File: config.mk
export PLATFORM = sky130hd
export DESIGN_NAME = dsf_top
export DESIGN_NICKNAME = d
export VERILOG_FILES = /design/src/verilog/dsf_pkg.sv /design/src/verilog/dsf_regs.sv /design/src/verilog/dsf_select.sv /design/src/verilog/dsf_top.sv
export SDC_FILE = /design/constraint.sdc
export NUM_CORES = 1
export LEC_CHECK = 0
export BUFFER_PORTS_ARGS = -buffer_cell sky130_fd_sc_hd__buf_2
export CAP_MARGIN = 15
export CORE_UTILIZATION = 35
export DETAILED_ROUTE_END_ITERATION = 8
export PLACE_DENSITY_LB_ADDON = 0.15
export SLEW_MARGIN = 20
export SYNTH_ARGS = -nofsm -noshare
export SYNTH_HDL_FRONTEND = slang
export SYNTH_SLANG_ARGS = --single-unit
File: constraint.sdc
create_clock -name clk_i -period 10.3 [get_ports clk_i]
set_input_delay 0.515 -clock clk_i [delete_from_list [all_inputs] [get_ports clk_i]]
set_output_delay 0.515 -clock clk_i [all_outputs]
set_load 0.02 [all_outputs]
File: src/verilog/dsf_pkg.sv
// package: register map, codes and carriers for the pll override block
package dsf_pkg;

    localparam logic [3:0] OFS_STATE_FORCE  = 4'h0;
    localparam logic [3:0] OFS_SOURCE_FORCE = 4'h4;
    localparam logic [3:0] OFS_STATUS       = 4'h8;

    localparam logic [7:0] RST_STATE_FORCE  = 8'h00;
    localparam logic [7:0] RST_SOURCE_FORCE = 8'h00;

    localparam int STATE_FIELD_LSB  = 0;
    localparam int STATE_FIELD_W    = 3;
    localparam int SOURCE_FIELD_LSB = 0;
    localparam int SOURCE_FIELD_W   = 4;

    localparam logic [3:0] PRIO_HIGHEST = 4'h1;

    localparam logic [2:0] CODE_AUTO     = 3'h0;
    localparam logic [2:0] CODE_FREE_RUN = 3'h1;
    localparam logic [2:0] CODE_HOLDOVER = 3'h2;
    localparam logic [2:0] CODE_UNUSED   = 3'h3;
    localparam logic [2:0] CODE_LOCKED   = 3'h4;
    localparam logic [2:0] CODE_PRELOCK2 = 3'h5;
    localparam logic [2:0] CODE_PRELOCK  = 3'h6;
    localparam logic [2:0] CODE_PH_LOST  = 3'h7;

    typedef enum logic [2:0] {
        DSF_FREE_RUN,
        DSF_HOLDOVER,
        DSF_LOCKED,
        DSF_PRELOCK2,
        DSF_PRELOCK,
        DSF_PH_LOST
    } dsf_pll_state_t;

    typedef struct packed {
        logic        cyc;
        logic        stb;
        logic        we;
        logic [3:0]  adr;
        logic [3:0]  sel;
        logic [31:0] dat;
    } dsf_wb_req_t;

    typedef struct packed {
        logic        ack;
        logic [31:0] dat;
    } dsf_wb_rsp_t;

endpackage

File: src/verilog/dsf_regs.sv
// wishbone slave holding the two override registers
`timescale 1ns/1ps
`default_nettype none
module dsf_regs (
    input  wire logic                 clk_i,
    input  wire logic                 rst_i,
    input  wire dsf_pkg::dsf_wb_req_t wb_req_i,
    output dsf_pkg::dsf_wb_rsp_t      wb_rsp_o,
    input  wire logic [7:0]           status_i,
    output logic [2:0]                pll_forced_state_code_o,
    output logic [3:0]                forced_input_choice_o
);
    typedef struct packed {
        logic        ack;
        logic [31:0] rdat;
        logic [7:0]  state_force;
        logic [7:0]  source_force;
    } dsf_regs_state_t;

    dsf_regs_state_t s_q;
    dsf_regs_state_t s_d;
    logic            req;

    assign req = wb_req_i.cyc && wb_req_i.stb && !s_q.ack;

    always_comb begin
        s_d = s_q;
        s_d.ack = req;
        if (req) begin
            s_d.rdat = 32'h0000_0000;
            case (wb_req_i.adr)
                dsf_pkg::OFS_STATE_FORCE:  s_d.rdat[7:0] = s_q.state_force;
                dsf_pkg::OFS_SOURCE_FORCE: s_d.rdat[7:0] = s_q.source_force;
                dsf_pkg::OFS_STATUS:       s_d.rdat[7:0] = status_i;
                default:                   s_d.rdat = 32'h0000_0000;
            endcase
            if (wb_req_i.we && wb_req_i.sel[0]) begin
                case (wb_req_i.adr)
                    // upper bits are unused and read as zero
                    dsf_pkg::OFS_STATE_FORCE:
                        s_d.state_force = {5'h00, wb_req_i.dat[2:0]};
                    dsf_pkg::OFS_SOURCE_FORCE:
                        s_d.source_force = {4'h0, wb_req_i.dat[3:0]};
                    default: s_d.state_force = s_q.state_force;
                endcase
            end
        end
    end

    always_ff @(posedge clk_i) begin
        if (rst_i) begin
            s_q.ack          <= 1'b0;
            s_q.rdat         <= 32'h0000_0000;
            s_q.state_force  <= dsf_pkg::RST_STATE_FORCE;
            s_q.source_force <= dsf_pkg::RST_SOURCE_FORCE;
        end else begin
            s_q <= s_d;
        end
    end

    assign wb_rsp_o.ack = s_q.ack;
    assign wb_rsp_o.dat = s_q.rdat;
    assign pll_forced_state_code_o = s_q.state_force[2:0];
    assign forced_input_choice_o   = s_q.source_force[3:0];
endmodule
`default_nettype wire

File: src/verilog/dsf_select.sv
// priority-based input selection with forced-source override
`timescale 1ns/1ps
`default_nettype none
module dsf_select #(
    parameter int N_IN = 4
) (
    input  wire logic [3:0]        forced_input_choice_i,
    input  wire logic [N_IN*4-1:0] prio_i,
    input  wire logic [N_IN-1:0]   valid_i,
    output logic [3:0]             sel_o,
    output logic                   sel_valid_o,
    output logic                   forced_o
);
    logic [N_IN*4-1:0] eff_prio;
    logic [N_IN-1:0]   eff_valid;
    logic [3:0]        best;

    always_comb begin
        eff_prio  = prio_i;
        eff_valid = valid_i;
        forced_o  = 1'b0;
        for (int i = 0; i < N_IN; i++) begin
            if (forced_input_choice_i == 4'(i + 1)) begin
                eff_prio[i*4 +: 4] = dsf_pkg::PRIO_HIGHEST;
                eff_valid[i] = 1'b1;
                forced_o = 1'b1;
            end
        end
    end

    // lowest nonzero priority number wins; 0 means input not eligible
    always_comb begin
        best        = 4'hF;
        sel_o       = 4'h0;
        sel_valid_o = 1'b0;
        for (int i = 0; i < N_IN; i++) begin
            // first eligible input is taken outright so priority 15 still counts
            if (eff_valid[i] && eff_prio[i*4 +: 4] != 4'h0 &&
                (!sel_valid_o || eff_prio[i*4 +: 4] < best)) begin
                best        = eff_prio[i*4 +: 4];
                sel_o       = 4'(i + 1);
                sel_valid_o = 1'b1;
            end
        end
    end
endmodule
`default_nettype wire

File: src/verilog/dsf_top.sv
// pll state and source override: registers, selection and state control
`timescale 1ns/1ps
`default_nettype none
module dsf_top #(
    parameter int N_IN = 4
) (
    input  wire logic                 clk_i,
    input  wire logic                 rst_i,
    input  wire dsf_pkg::dsf_wb_req_t wb_req_i,
    output dsf_pkg::dsf_wb_rsp_t      wb_rsp_o,
    input  wire logic [N_IN*4-1:0]    input_prio_i,
    input  wire logic [N_IN-1:0]      input_valid_i,
    input  wire logic                 phase_locked_i,
    input  wire logic                 phase_lost_i,
    output logic [2:0]                pll_state_o,
    output logic [3:0]                selected_input_o,
    output logic                      selected_valid_o
);
    typedef struct packed {
        dsf_pkg::dsf_pll_state_t st;
        logic [3:0]              sel;
        logic                    sel_ok;
    } dsf_top_state_t;

    dsf_top_state_t s_q;
    dsf_top_state_t s_d;
    logic [2:0]     code;
    logic [3:0]     choice;
    logic [3:0]     sel_c;
    logic           sel_ok_c;
    logic           forced_c;
    logic [7:0]     status;

    dsf_regs u_regs (
        .clk_i                   (clk_i),
        .rst_i                   (rst_i),
        .wb_req_i                (wb_req_i),
        .wb_rsp_o                (wb_rsp_o),
        .status_i                (status),
        .pll_forced_state_code_o (code),
        .forced_input_choice_o   (choice)
    );

    dsf_select #(.N_IN(N_IN)) u_sel (
        .forced_input_choice_i (choice),
        .prio_i                (input_prio_i),
        .valid_i               (input_valid_i),
        .sel_o                 (sel_c),
        .sel_valid_o           (sel_ok_c),
        .forced_o              (forced_c)
    );

    // status byte: {selected_valid, state[2:0] as code, sel}; see note
    function automatic logic [2:0] state_code(input dsf_pkg::dsf_pll_state_t st);
        case (st)
            dsf_pkg::DSF_FREE_RUN: state_code = dsf_pkg::CODE_FREE_RUN;
            dsf_pkg::DSF_HOLDOVER: state_code = dsf_pkg::CODE_HOLDOVER;
            dsf_pkg::DSF_LOCKED:   state_code = dsf_pkg::CODE_LOCKED;
            dsf_pkg::DSF_PRELOCK2: state_code = dsf_pkg::CODE_PRELOCK2;
            dsf_pkg::DSF_PRELOCK:  state_code = dsf_pkg::CODE_PRELOCK;
            dsf_pkg::DSF_PH_LOST:  state_code = dsf_pkg::CODE_PH_LOST;
            default:               state_code = dsf_pkg::CODE_FREE_RUN;
        endcase
    endfunction

    assign status = {s_q.sel_ok, state_code(s_q.st), s_q.sel};

    always_comb begin
        s_d        = s_q;
        s_d.sel    = sel_c;
        s_d.sel_ok = sel_ok_c;
        case (code)
            dsf_pkg::CODE_AUTO: begin
                case (s_q.st)
                    dsf_pkg::DSF_FREE_RUN:
                        if (sel_ok_c) s_d.st = dsf_pkg::DSF_PRELOCK;
                    dsf_pkg::DSF_PRELOCK:
                        if (!sel_ok_c && !forced_c) s_d.st = dsf_pkg::DSF_HOLDOVER;
                        else if (phase_locked_i) s_d.st = dsf_pkg::DSF_LOCKED;
                    dsf_pkg::DSF_PRELOCK2:
                        if (!sel_ok_c && !forced_c) s_d.st = dsf_pkg::DSF_HOLDOVER;
                        else if (phase_locked_i) s_d.st = dsf_pkg::DSF_LOCKED;
                    dsf_pkg::DSF_LOCKED:
                        if (!sel_ok_c && !forced_c) s_d.st = dsf_pkg::DSF_HOLDOVER;
                        else if (phase_lost_i) s_d.st = dsf_pkg::DSF_PH_LOST;
                        else if (s_q.sel != sel_c) s_d.st = dsf_pkg::DSF_PRELOCK2;
                    dsf_pkg::DSF_PH_LOST:
                        if (!sel_ok_c && !forced_c) s_d.st = dsf_pkg::DSF_HOLDOVER;
                        else if (!phase_lost_i) s_d.st = dsf_pkg::DSF_PRELOCK2;
                    dsf_pkg::DSF_HOLDOVER:
                        if (sel_ok_c) s_d.st = dsf_pkg::DSF_PRELOCK2;
                    default: s_d.st = dsf_pkg::DSF_FREE_RUN;
                endcase
            end
            // forced codes: monitoring inputs are not looked at
            dsf_pkg::CODE_FREE_RUN: s_d.st = dsf_pkg::DSF_FREE_RUN;
            dsf_pkg::CODE_HOLDOVER: s_d.st = dsf_pkg::DSF_HOLDOVER;
            dsf_pkg::CODE_LOCKED:   s_d.st = dsf_pkg::DSF_LOCKED;
            dsf_pkg::CODE_PRELOCK2: s_d.st = dsf_pkg::DSF_PRELOCK2;
            dsf_pkg::CODE_PRELOCK:  s_d.st = dsf_pkg::DSF_PRELOCK;
            dsf_pkg::CODE_PH_LOST:  s_d.st = dsf_pkg::DSF_PH_LOST;
            // unused code: hold the current state rather than invent one
            default:                s_d.st = s_q.st;
        endcase
    end

    always_ff @(posedge clk_i) begin
        if (rst_i) begin
            s_q.st     <= dsf_pkg::DSF_FREE_RUN;
            s_q.sel    <= 4'h0;
            s_q.sel_ok <= 1'b0;
        end else begin
            s_q <= s_d;
        end
    end

    assign pll_state_o      = state_code(s_q.st);
    assign selected_input_o = s_q.sel;
    assign selected_valid_o = s_q.sel_ok;
endmodule
`default_nettype wire

==> run summary, run 1 <==
Hold Fails Final Rpt -> 0
CTS tree -> yes
share of post-route cells with drive strength above 1 -> 0.2242
core area -> 6386 sq um
Final nets -> 415
final core occ -> 0.3985
WS Path Type -> in2reg
worst setup margin -> 3260 ps
Post-Synthesis Cell Area -> 2316 sq um
Post-synth EDFFs -> 0
CTS H-tree lvls -> 1
# IOs -> 108
status -> finished, final reports clean
fraction of registers with async set/reset -> 0
Syn Inst Count -> 299
CTS hold repair buffers -> 0
Max Fclk -> 142.0 MHz
# rows -> 29
CTS Buf Count -> 3
fin crit share -> 0.6835
Slew HR -> 0.4100
Yosys cell types -> 70
most frequent cell on the critical path -> o21ai_0
Max-Cap Viols -> 0
IO buf count -> 51
die area -> 6946 sq um
P&R area growth vs syn -> 9.887%
hold depth -> 2
initial antenna violation count -> 0
CTS Root Cell -> clkbuf_8
worst r2r dst -> s_q[7]
DIE HEIGHT -> 83.35 microns
largest cells by area after synthesis -> dfxtp_1 (20%), buf_4 (9.4%), nor2_1 (4.4%), a21oi_1 (4.3%), ha_1 (4.3%)
filler instances -> 690
max incr delay on CP -> 680 ps
r2r worst-path depth -> 26
min Tclk post-route -> 7040 ps
clock sinks -> 23
Fin Setup TNS -> 0 ps
pre-CTS setup slack -> 2974 ps
placed insts -> 412
Initial DRT Pass Iterations -> 4
top post-synthesis cells by count -> buf_4 (29), nor2_1 (27), dfxtp_1 (23)
Hold WC Path Type -> reg2reg
arrival time at the worst endpoint -> 7200 ps
setup violators final -> 0
Die Wd -> 83.35 microns
Post-CTS Repair Setup Buffers -> 0
Avg Synthesized Cell Area -> 7.746 sq um
multi-input logic area -> 1643 sq um
Sequential cell area -> 460.4 sq um
vias after detailed routing -> 2260
register area share after synthesis -> 0.1988
post-synth top area share -> 0.1988
fin area -> 2545 sq um
crit-path max FO -> 7
antenna cells -> 0
Via density -> 5.433
Initial Util -> 0.3627
Max Slew Vio Count -> 0
vias in the first global route -> 1975
fin cells -> 416
DR WL/cell -> 13.50 microns
Critical Path RT -> 10460 ps
slowest CP cell -> o41ai_1
initial DRC count -> 97
PwrDens -> 132.0 nW/um^2
Worst setup EP type -> flip-flop
top_reg_cell synth -> dfxtp_1
post-synth top area cell -> dfxtp_1
startpoint types -> primary input
Cell Area, Placed -> 2494 sq um
DP HPWL -> 4.350 mm
Reg-to-Reg Start -> u_regs.forced_input_choice_o[1]
CTS Buffer Depth -> 2
Clock Latency Late Sink -> 260 ps
largest net degree at the start of global routing -> 24
total wire length -> 5.618 mm
flops & latches, synth -> 23
slew at the pin closest to its max-slew limit -> 876.9 ps
GRT Total Usage -> 0.1575
Lkg Pwr -> 1.098 nW
global-route wire length before repair -> 9.315 mm
worst reg2reg setup slack -> 3440 ps
Max VDD drop -> 0.08146 mV
DRC errors left -> 0
Post-DRT Antenna Nets -> 0
hold endpoint -> u_regs.wb_rsp_o[7]
min-delay src -> u_regs.wb_rsp_o[7]
Post-CTS Resized -> 0
synth warn -> 0
count leader, synth -> buf_4
gp weighted congestion -> 0.7866
Setup Skew -> 1.194 ps
global route total overflow -> 0
Reg clk slew, reported paths -> 80 ps
RSZ-0062 raised after global routing -> false
==> cell usage in the layout (no fill, tap or decap), drive strengths merged, types with 8 or more instances in the layout <==
cell type	n
nand2	17
inv	10
dfxtp	23
nor2b	8
o21ai	20
a21oi	20
nor2	27
nor3	17
conb	25
ha	8
mux2i	9
buf	52
==> area by class of cell <==
class	count	share of cell area
Clock buffer	4	0.01770
Inverter	10	0.01475
Multi-Input combinational cell	250	0.6455
Sequential cell	23	0.1809
Tap cell	77	0.03786
Timing Repair Buffer	52	0.1032
==> worst max path at each step <==
stage / from / endpoint / slack (ps) / cells after the start
after CTS: input_prio_i[0] / s_q[7] / 3220 / 25
after detailed placement: input_prio_i[0] / s_q[7] / 2970 / 25
after floorplan: input_prio_i[0] / s_q[7] / 4120 / 25
after global placement: input_prio_i[0] / s_q[5] / 2980 / 25
final: input_prio_i[0] / s_q[7] / 3260 / 25
after global routing: input_prio_i[0] / s_q[5] / 2490 / 25
==> routing by layer <==
| metal | part of all wire | up-vias | track usage | wire, microns |
|---|---|---|---|---|
| li1 | - | 1154 | - | - |
| met1 | 0.51 | 1052 | 0.2245 | 2872 |
| met2 | 0.45 | 54 | 0.2593 | 2549 |
| met3 | 0.035 | 0 | 0.02386 | 196 |
| met4 | 0 | 0 | 0.01411 | 0 |
| met5 | 0 | - | 0 | 0 |
==> where the power goes <==
part           total (mW)  switching (mW)  internal (mW)
Sequential          0.119          0.0217         0.0974
Clock              0.0569          0.0292         0.0276
Combinational       0.160          0.0945         0.0655
==> flip-flops by register name, summed over array words and instances, names as in the netlist <==
signal	flops
u_regs.pll_forced_state_code_o	3
selected_input_o	3
s_q	3
selected_valid_o	1
u_regs.wb_rsp_o	9
u_regs.forced_input_choice_o	4
==> worst max-delay path, delay by kind of cell <==
kind,cells,cell delay (ps)
compound gates,12,3400
fa+ha+maj,3,1000
buf+inv,1,130
mux,1,440
simple gates,8,1710
==> logic make-up after synthesis <==
kind of cell	synth area share
flops	0.1988
other cells	0.001619
fa+ha+maj	0.04322
xor+xnor	0.01135
simple gates	0.2917
compound gates	0.2615
mux	0.05835
buf+inv	0.1334
==> through the flow <==
stage               hold slack [ps]  total power, mW
floorplan                     527.2           0.2505
detailed placement            446.2           0.2804
global route                  475.4           0.3604
global placement              440.2           0.2796
CTS                           457.9           0.3375
finish                        454.5           0.3359
No activity file was read; power rests on OpenSTA's default activity.
==> run 2, diff against run 1 <==
==> constraint.sdc (replaced) <==
create_clock -name clk_i -period 5.85 [get_ports clk_i]
set_input_delay 0.2925 -clock clk_i [delete_from_list [all_inputs] [get_ports clk_i]]
set_output_delay 0.2925 -clock clk_i [all_outputs]
set_load 0.02 [all_outputs]
==> run summary, run 2 (synthesis results as in run 1) <==
slowest CP cell -> or3_4
Initial DRT Pass Iterations -> 4
initial antenna violation count -> 0
Post-DRT Antenna Nets -> 0
Seq pwr share -> 0.318
P&R area growth vs syn -> 34.79%
global route total overflow -> 0
vias in the first global route -> 2167
antenna cells -> 0
WS Path Type -> reg2reg
combinational share of power -> 0.529
placed insts -> 446
Max Slew Vio Count -> 0
DRC errors left -> 0
Die Wd -> 83.35 microns
filler instances -> 654
IO buf count -> 51
Hold Fails Final Rpt -> 0
Worst setup EP type -> flip-flop
clock power share -> 0.153
CTS Root Cell -> clkbuf_8
hold depth -> 3
DR WL/cell -> 13.31 microns
setup violators final -> 0
pre-CTS setup slack -> -355.3 ps
CTS hold repair buffers -> 0
gp weighted congestion -> 0.7872
slew at the pin closest to its max-slew limit -> 1025 ps
fin cells -> 458
min-delay src -> wb_req_i[3]
crit-path max FO -> 7
Hold WC Path Type -> in2reg
# rows -> 29
largest net degree at the start of global routing -> 24
RSZ-0062 raised after global routing -> true
commonest non-fill, non-tap cell in the layout -> buf_2
PwrDens -> 210.1 nW/um^2
CTS H-tree lvls -> 1
Final nets -> 457
Slew HR -> 0.3102
total power -> 0.6558 mW
fin area -> 3122 sq um
Fin Setup TNS -> 0 ps
Critical Path RT -> 6020 ps
Setup Skew -> 4.580 ps
most frequent cells in the layout -> buf_2 (51), buf_4 (43), nor2_1 (27)
CP top delay family -> simple AND/OR/NAND/NOR gates
Reg-to-Reg Start -> u_regs.forced_input_choice_o[0]
Max-Cap Viols -> 0
CTS Buffer Depth -> 2
Lkg Pwr -> 1.353 nW
max incr delay on CP -> 410 ps
die area -> 6946 sq um
Initial Util -> 0.3627
share of post-route cells with drive strength above 1 -> 0.4094
min Tclk post-route -> 5770 ps
arrival time at the worst endpoint -> 5940 ps
CTS Buf Count -> 3
Max Fclk -> 173.3 MHz
status -> finished, final reports clean
startpoint types -> flip-flop
most frequent cell on the critical path -> o21ai_2
GRT Total Usage -> 0.1709
r2r worst-path depth -> 28
Cell Area, Placed -> 2759 sq um
Critical Path Start -> u_regs.forced_input_choice_o[0]
fin crit share -> 0.9863
global-route wire length before repair -> 10.01 mm
CTS tree -> yes
DIE HEIGHT -> 83.35 microns
WP depth -> 28
worst r2r dst -> s_q[7]
NetSw -> 0.2790 mW
internal power -> 0.3768 mW
vias after detailed routing -> 2418
Reg clk slew, reported paths -> 80 ps
worst reg2reg setup slack -> 80 ps
# IOs -> 108
switching share of power -> 0.4254
hold endpoint -> u_regs.forced_input_choice_o[3]
total wire length -> 6.097 mm
Clock Latency Late Sink -> 270 ps
worst path bufs/invs -> 2
worst setup margin -> 80.32 ps
Max VDD drop -> 0.1763 mV
DP HPWL -> 4.642 mm
core area -> 6386 sq um
Via density -> 5.279
clock sinks -> 23
initial DRC count -> 63
max reg flops -> 9
run 2: changes by cell type in the layout (fill, tap and decap cells not counted), sizes merged:
| cell | delta |
|---|---|
| buf | +42 |
run 2: metrics by stage:
| stage | hold slack (ps) | utilization |
|---|---|---|
| finish | 258.5 | 0.4888 |
| floorplan | 436.4 | - |
| global placement | 439.3 | 0.4320 |
| CTS | 256.7 | 0.4451 |
| global route | 267.5 | 0.4888 |
| detailed placement | 439.7 | 0.4320 |
run 2: what timing repair did:
item                       CTS  global route
setup endpoints to repair    2             5
pin swaps                    1            29
resized for setup           11            47
buffers inserted             0             8
run 2: power groups by stage:
stage               clock (mW)  combinational, mW  sequential [mW]
floorplan                    0              0.254            0.188
global placement             0              0.306            0.212
detailed placement           0              0.307            0.212
CTS                      0.105              0.316            0.208
global route             0.111              0.381            0.213
finish                   0.100              0.347            0.208
run 2: cell type report:
class	count	area (sq um)	share of cell area
inverter	10	37.54	0.01202
sequential	23	467.9	0.1499
tap	77	96.34	0.03086
clock buffer	4	45.04	0.01443
multi-input combinational	250	1897	0.6076
timing repair buffer	94	578.1	0.1852
run 2: worst max path at each step:
stage	end
finish	s_q[7]
global route	s_q[7]
CTS	s_q[7]
detailed placement	s_q[5]
global placement	s_q[7]
floorplan	s_q[7]
run 2: layer usage:
layer | up-vias | global-route usage | wire length, microns
met2 | 55 | 0.2906 | 2853
met5 | - | 0 | 0
met3 | 8 | 0.02087 | 174
met1 | 1121 | 0.2361 | 3005
met4 | 0 | 0.02351 | 63
li1 | 1234 | - | -
run 2: worst register-to-register path, delay by kind of cell (launching register included):
family | cells | cell delay [ps]
flip-flops | 1 | 340
adder cells (fa/ha/maj) | 3 | 790
multiplexers | 1 | 350
AND/OR/NAND/NOR | 11 | 2050
AO/OA/AOI/OAI | 11 | 1950
buffers and inverters | 2 | 200
==> run 3, diff against run 2 <==
--- a/config.mk
+++ b/config.mk
@@ -9,8 +9,9 @@
 export CAP_MARGIN = 15
 export CORE_UTILIZATION = 35
 export DETAILED_ROUTE_END_ITERATION = 8
-export PLACE_DENSITY_LB_ADDON = 0.15
+export PLACE_DENSITY = 0.65
 export SLEW_MARGIN = 20
 export SYNTH_ARGS = -nofsm -noshare
 export SYNTH_HDL_FRONTEND = slang
 export SYNTH_SLANG_ARGS = --single-unit
+export TNS_END_PERCENT = 30
==> run summary, run 3 (synthesis results as in run 1) <==
r2r worst-path depth -> 28
die area -> 6946 sq um
initial DRC count -> 132
CTS hold repair buffers -> 0
worst reg2reg setup slack -> 80 ps
global-route wire length before repair -> 9.873 mm
most frequent cell on the critical path -> o21ai_2
gp weighted congestion -> 0.8233
startpoint types -> flip-flop
min-delay src -> wb_req_i[3]
IO buf count -> 51
antenna cells -> 0
Lkg Pwr -> 1.321 nW
DIE HEIGHT -> 83.35 microns
Hold Fails Final Rpt -> 0
Die Wd -> 83.35 microns
total wire length -> 6.105 mm
initial antenna violation count -> 0
CTS Root Cell -> clkbuf_8
CTS H-tree lvls -> 1
Max Fclk -> 173.2 MHz
Final nets -> 451
GRT Total Usage -> 0.1659
Initial DRT Pass Iterations -> 5
Setup Skew -> 1.387 ps
slew at the pin closest to its max-slew limit -> 1088 ps
core area -> 6386 sq um
placed insts -> 442
Reg clk slew, reported paths -> 80 ps
Via density -> 5.449
P&R area growth vs syn -> 30.20%
DRC errors left -> 0
commonest non-fill, non-tap cell in the layout -> buf_2
CTS tree -> yes
crit-path max FO -> 7
hold depth -> 3
PwrDens -> 214.1 nW/um^2
total power -> 0.6455 mW
DR WL/cell -> 13.51 microns
Max-Cap Viols -> 0
most frequent cells in the layout -> buf_2 (51), buf_4 (37), nor2_1 (27)
CTS Buffer Depth -> 2
vias in the first global route -> 2231
worst setup margin -> 75.53 ps
DP HPWL -> 4.610 mm
Reg-to-Reg Start -> u_regs.forced_input_choice_o[0]
largest net degree at the start of global routing -> 24
Hold WC Path Type -> in2reg
Max Slew Vio Count -> 0
Worst setup EP type -> flip-flop
worst r2r dst -> s_q[7]
CTS Buf Count -> 3
share of post-route cells with drive strength above 1 -> 0.3787
Post-DRT Antenna Nets -> 0
RSZ-0062 raised after global routing -> true
# IOs -> 108
# rows -> 29
Critical Path RT -> 6010 ps
status -> finished, final reports clean
pre-CTS setup slack -> -340.0 ps
arrival time at the worst endpoint -> 5930 ps
multi-input logic area -> 1841 sq um
vias after detailed routing -> 2463
filler instances -> 622
Fin Setup TNS -> 0 ps
max incr delay on CP -> 390 ps
fin crit share -> 0.9871
worst path bufs/invs -> 2
hold endpoint -> u_regs.forced_input_choice_o[3]
WS Path Type -> reg2reg
Sequential cell area -> 462.9 sq um
WHS -> 269.8 ps
max reg flops -> 9
Clock Latency Late Sink -> 260 ps
CP top delay family -> simple AND/OR/NAND/NOR gates
setup violators final -> 0
global route total overflow -> 0
Max VDD drop -> 0.1275 mV
fin cells -> 452
slowest CP cell -> or3_4
Slew HR -> 0.2679
Initial Util -> 0.3627
clock sinks -> 23
min Tclk post-route -> 5774 ps
-- run 3: through the flow --
step                      area [sq um]  utilization
after floorplan                   2416            -
after global placement            2729       0.4273
after detailed placement          2729       0.4273
after CTS                         2806       0.4395
after global routing              3015       0.4722
final                             3015       0.4722
-- run 3: worst max-delay path by stage --
stage | from | end | slack, ps | cells past startpoint
after floorplan | u_regs.forced_input_choice_o[0] | s_q[7] | 70 | 27
after detailed placement | input_prio_i[0] | s_q[5] | -340 | 25
after CTS | u_regs.forced_input_choice_o[0] | s_q[7] | 20 | 27
after global placement | input_prio_i[0] | s_q[7] | -220 | 25
after global routing | u_regs.forced_input_choice_o[0] | s_q[5] | -210 | 27
final | u_regs.forced_input_choice_o[0] | s_q[7] | 80 | 28
-- run 3: worst register-to-register path: cells and delay by family (launching register included) --
family / cells / cell delay [ps]
flip-flops: 1 / 340
AO/OA/AOI/OAI: 11 / 1880
multiplexers: 1 / 360
AND/OR/NAND/NOR: 11 / 2080
adder cells (fa/ha/maj): 3 / 770
buffers and inverters: 2 / 230
-- run 3: layout make-up --
class	count	share of cell area
multi-input combinational	250	0.6104
timing repair buffer	88	0.1768
sequential	23	0.1535
tap	77	0.03195
clock buffer	4	0.01494
inverter	10	0.01245
-- run 3: per-layer routing --
| metal | GRT usage | vias to the layer above | routed length [microns] |
|---|---|---|---|
| met1 | 0.2199 | 1186 | 2821 |
| met5 | 0 | - | 0 |
| met2 | 0.2973 | 54 | 3054 |
| met3 | 0.01889 | 4 | 205 |
| li1 | - | 1219 | - |
| met4 | 0.01724 | 0 | 23 |
-- run 3: power breakdown --
part / leakage [nW] / switching (mW) / total [mW] / internal [mW]
sequential: 0.189 / 0.0379 / 0.209 / 0.172
combinational: 1.11 / 0.188 / 0.340 / 0.151
clock: 0.0228 / 0.0476 / 0.0961 / 0.0485
total: 1.32 / 0.274 / 0.646 / 0.372
-- run 3: timing repair --
| item | CTS | global route |
|---|---|---|
| endpoints found under the hold margin | 0 | 0 |
| resized for setup | 9 | 32 |
| endpoints found under the setup margin | 2 | 4 |
| pin swaps | 2 | 28 |
| setup buffers | 0 | 6 |
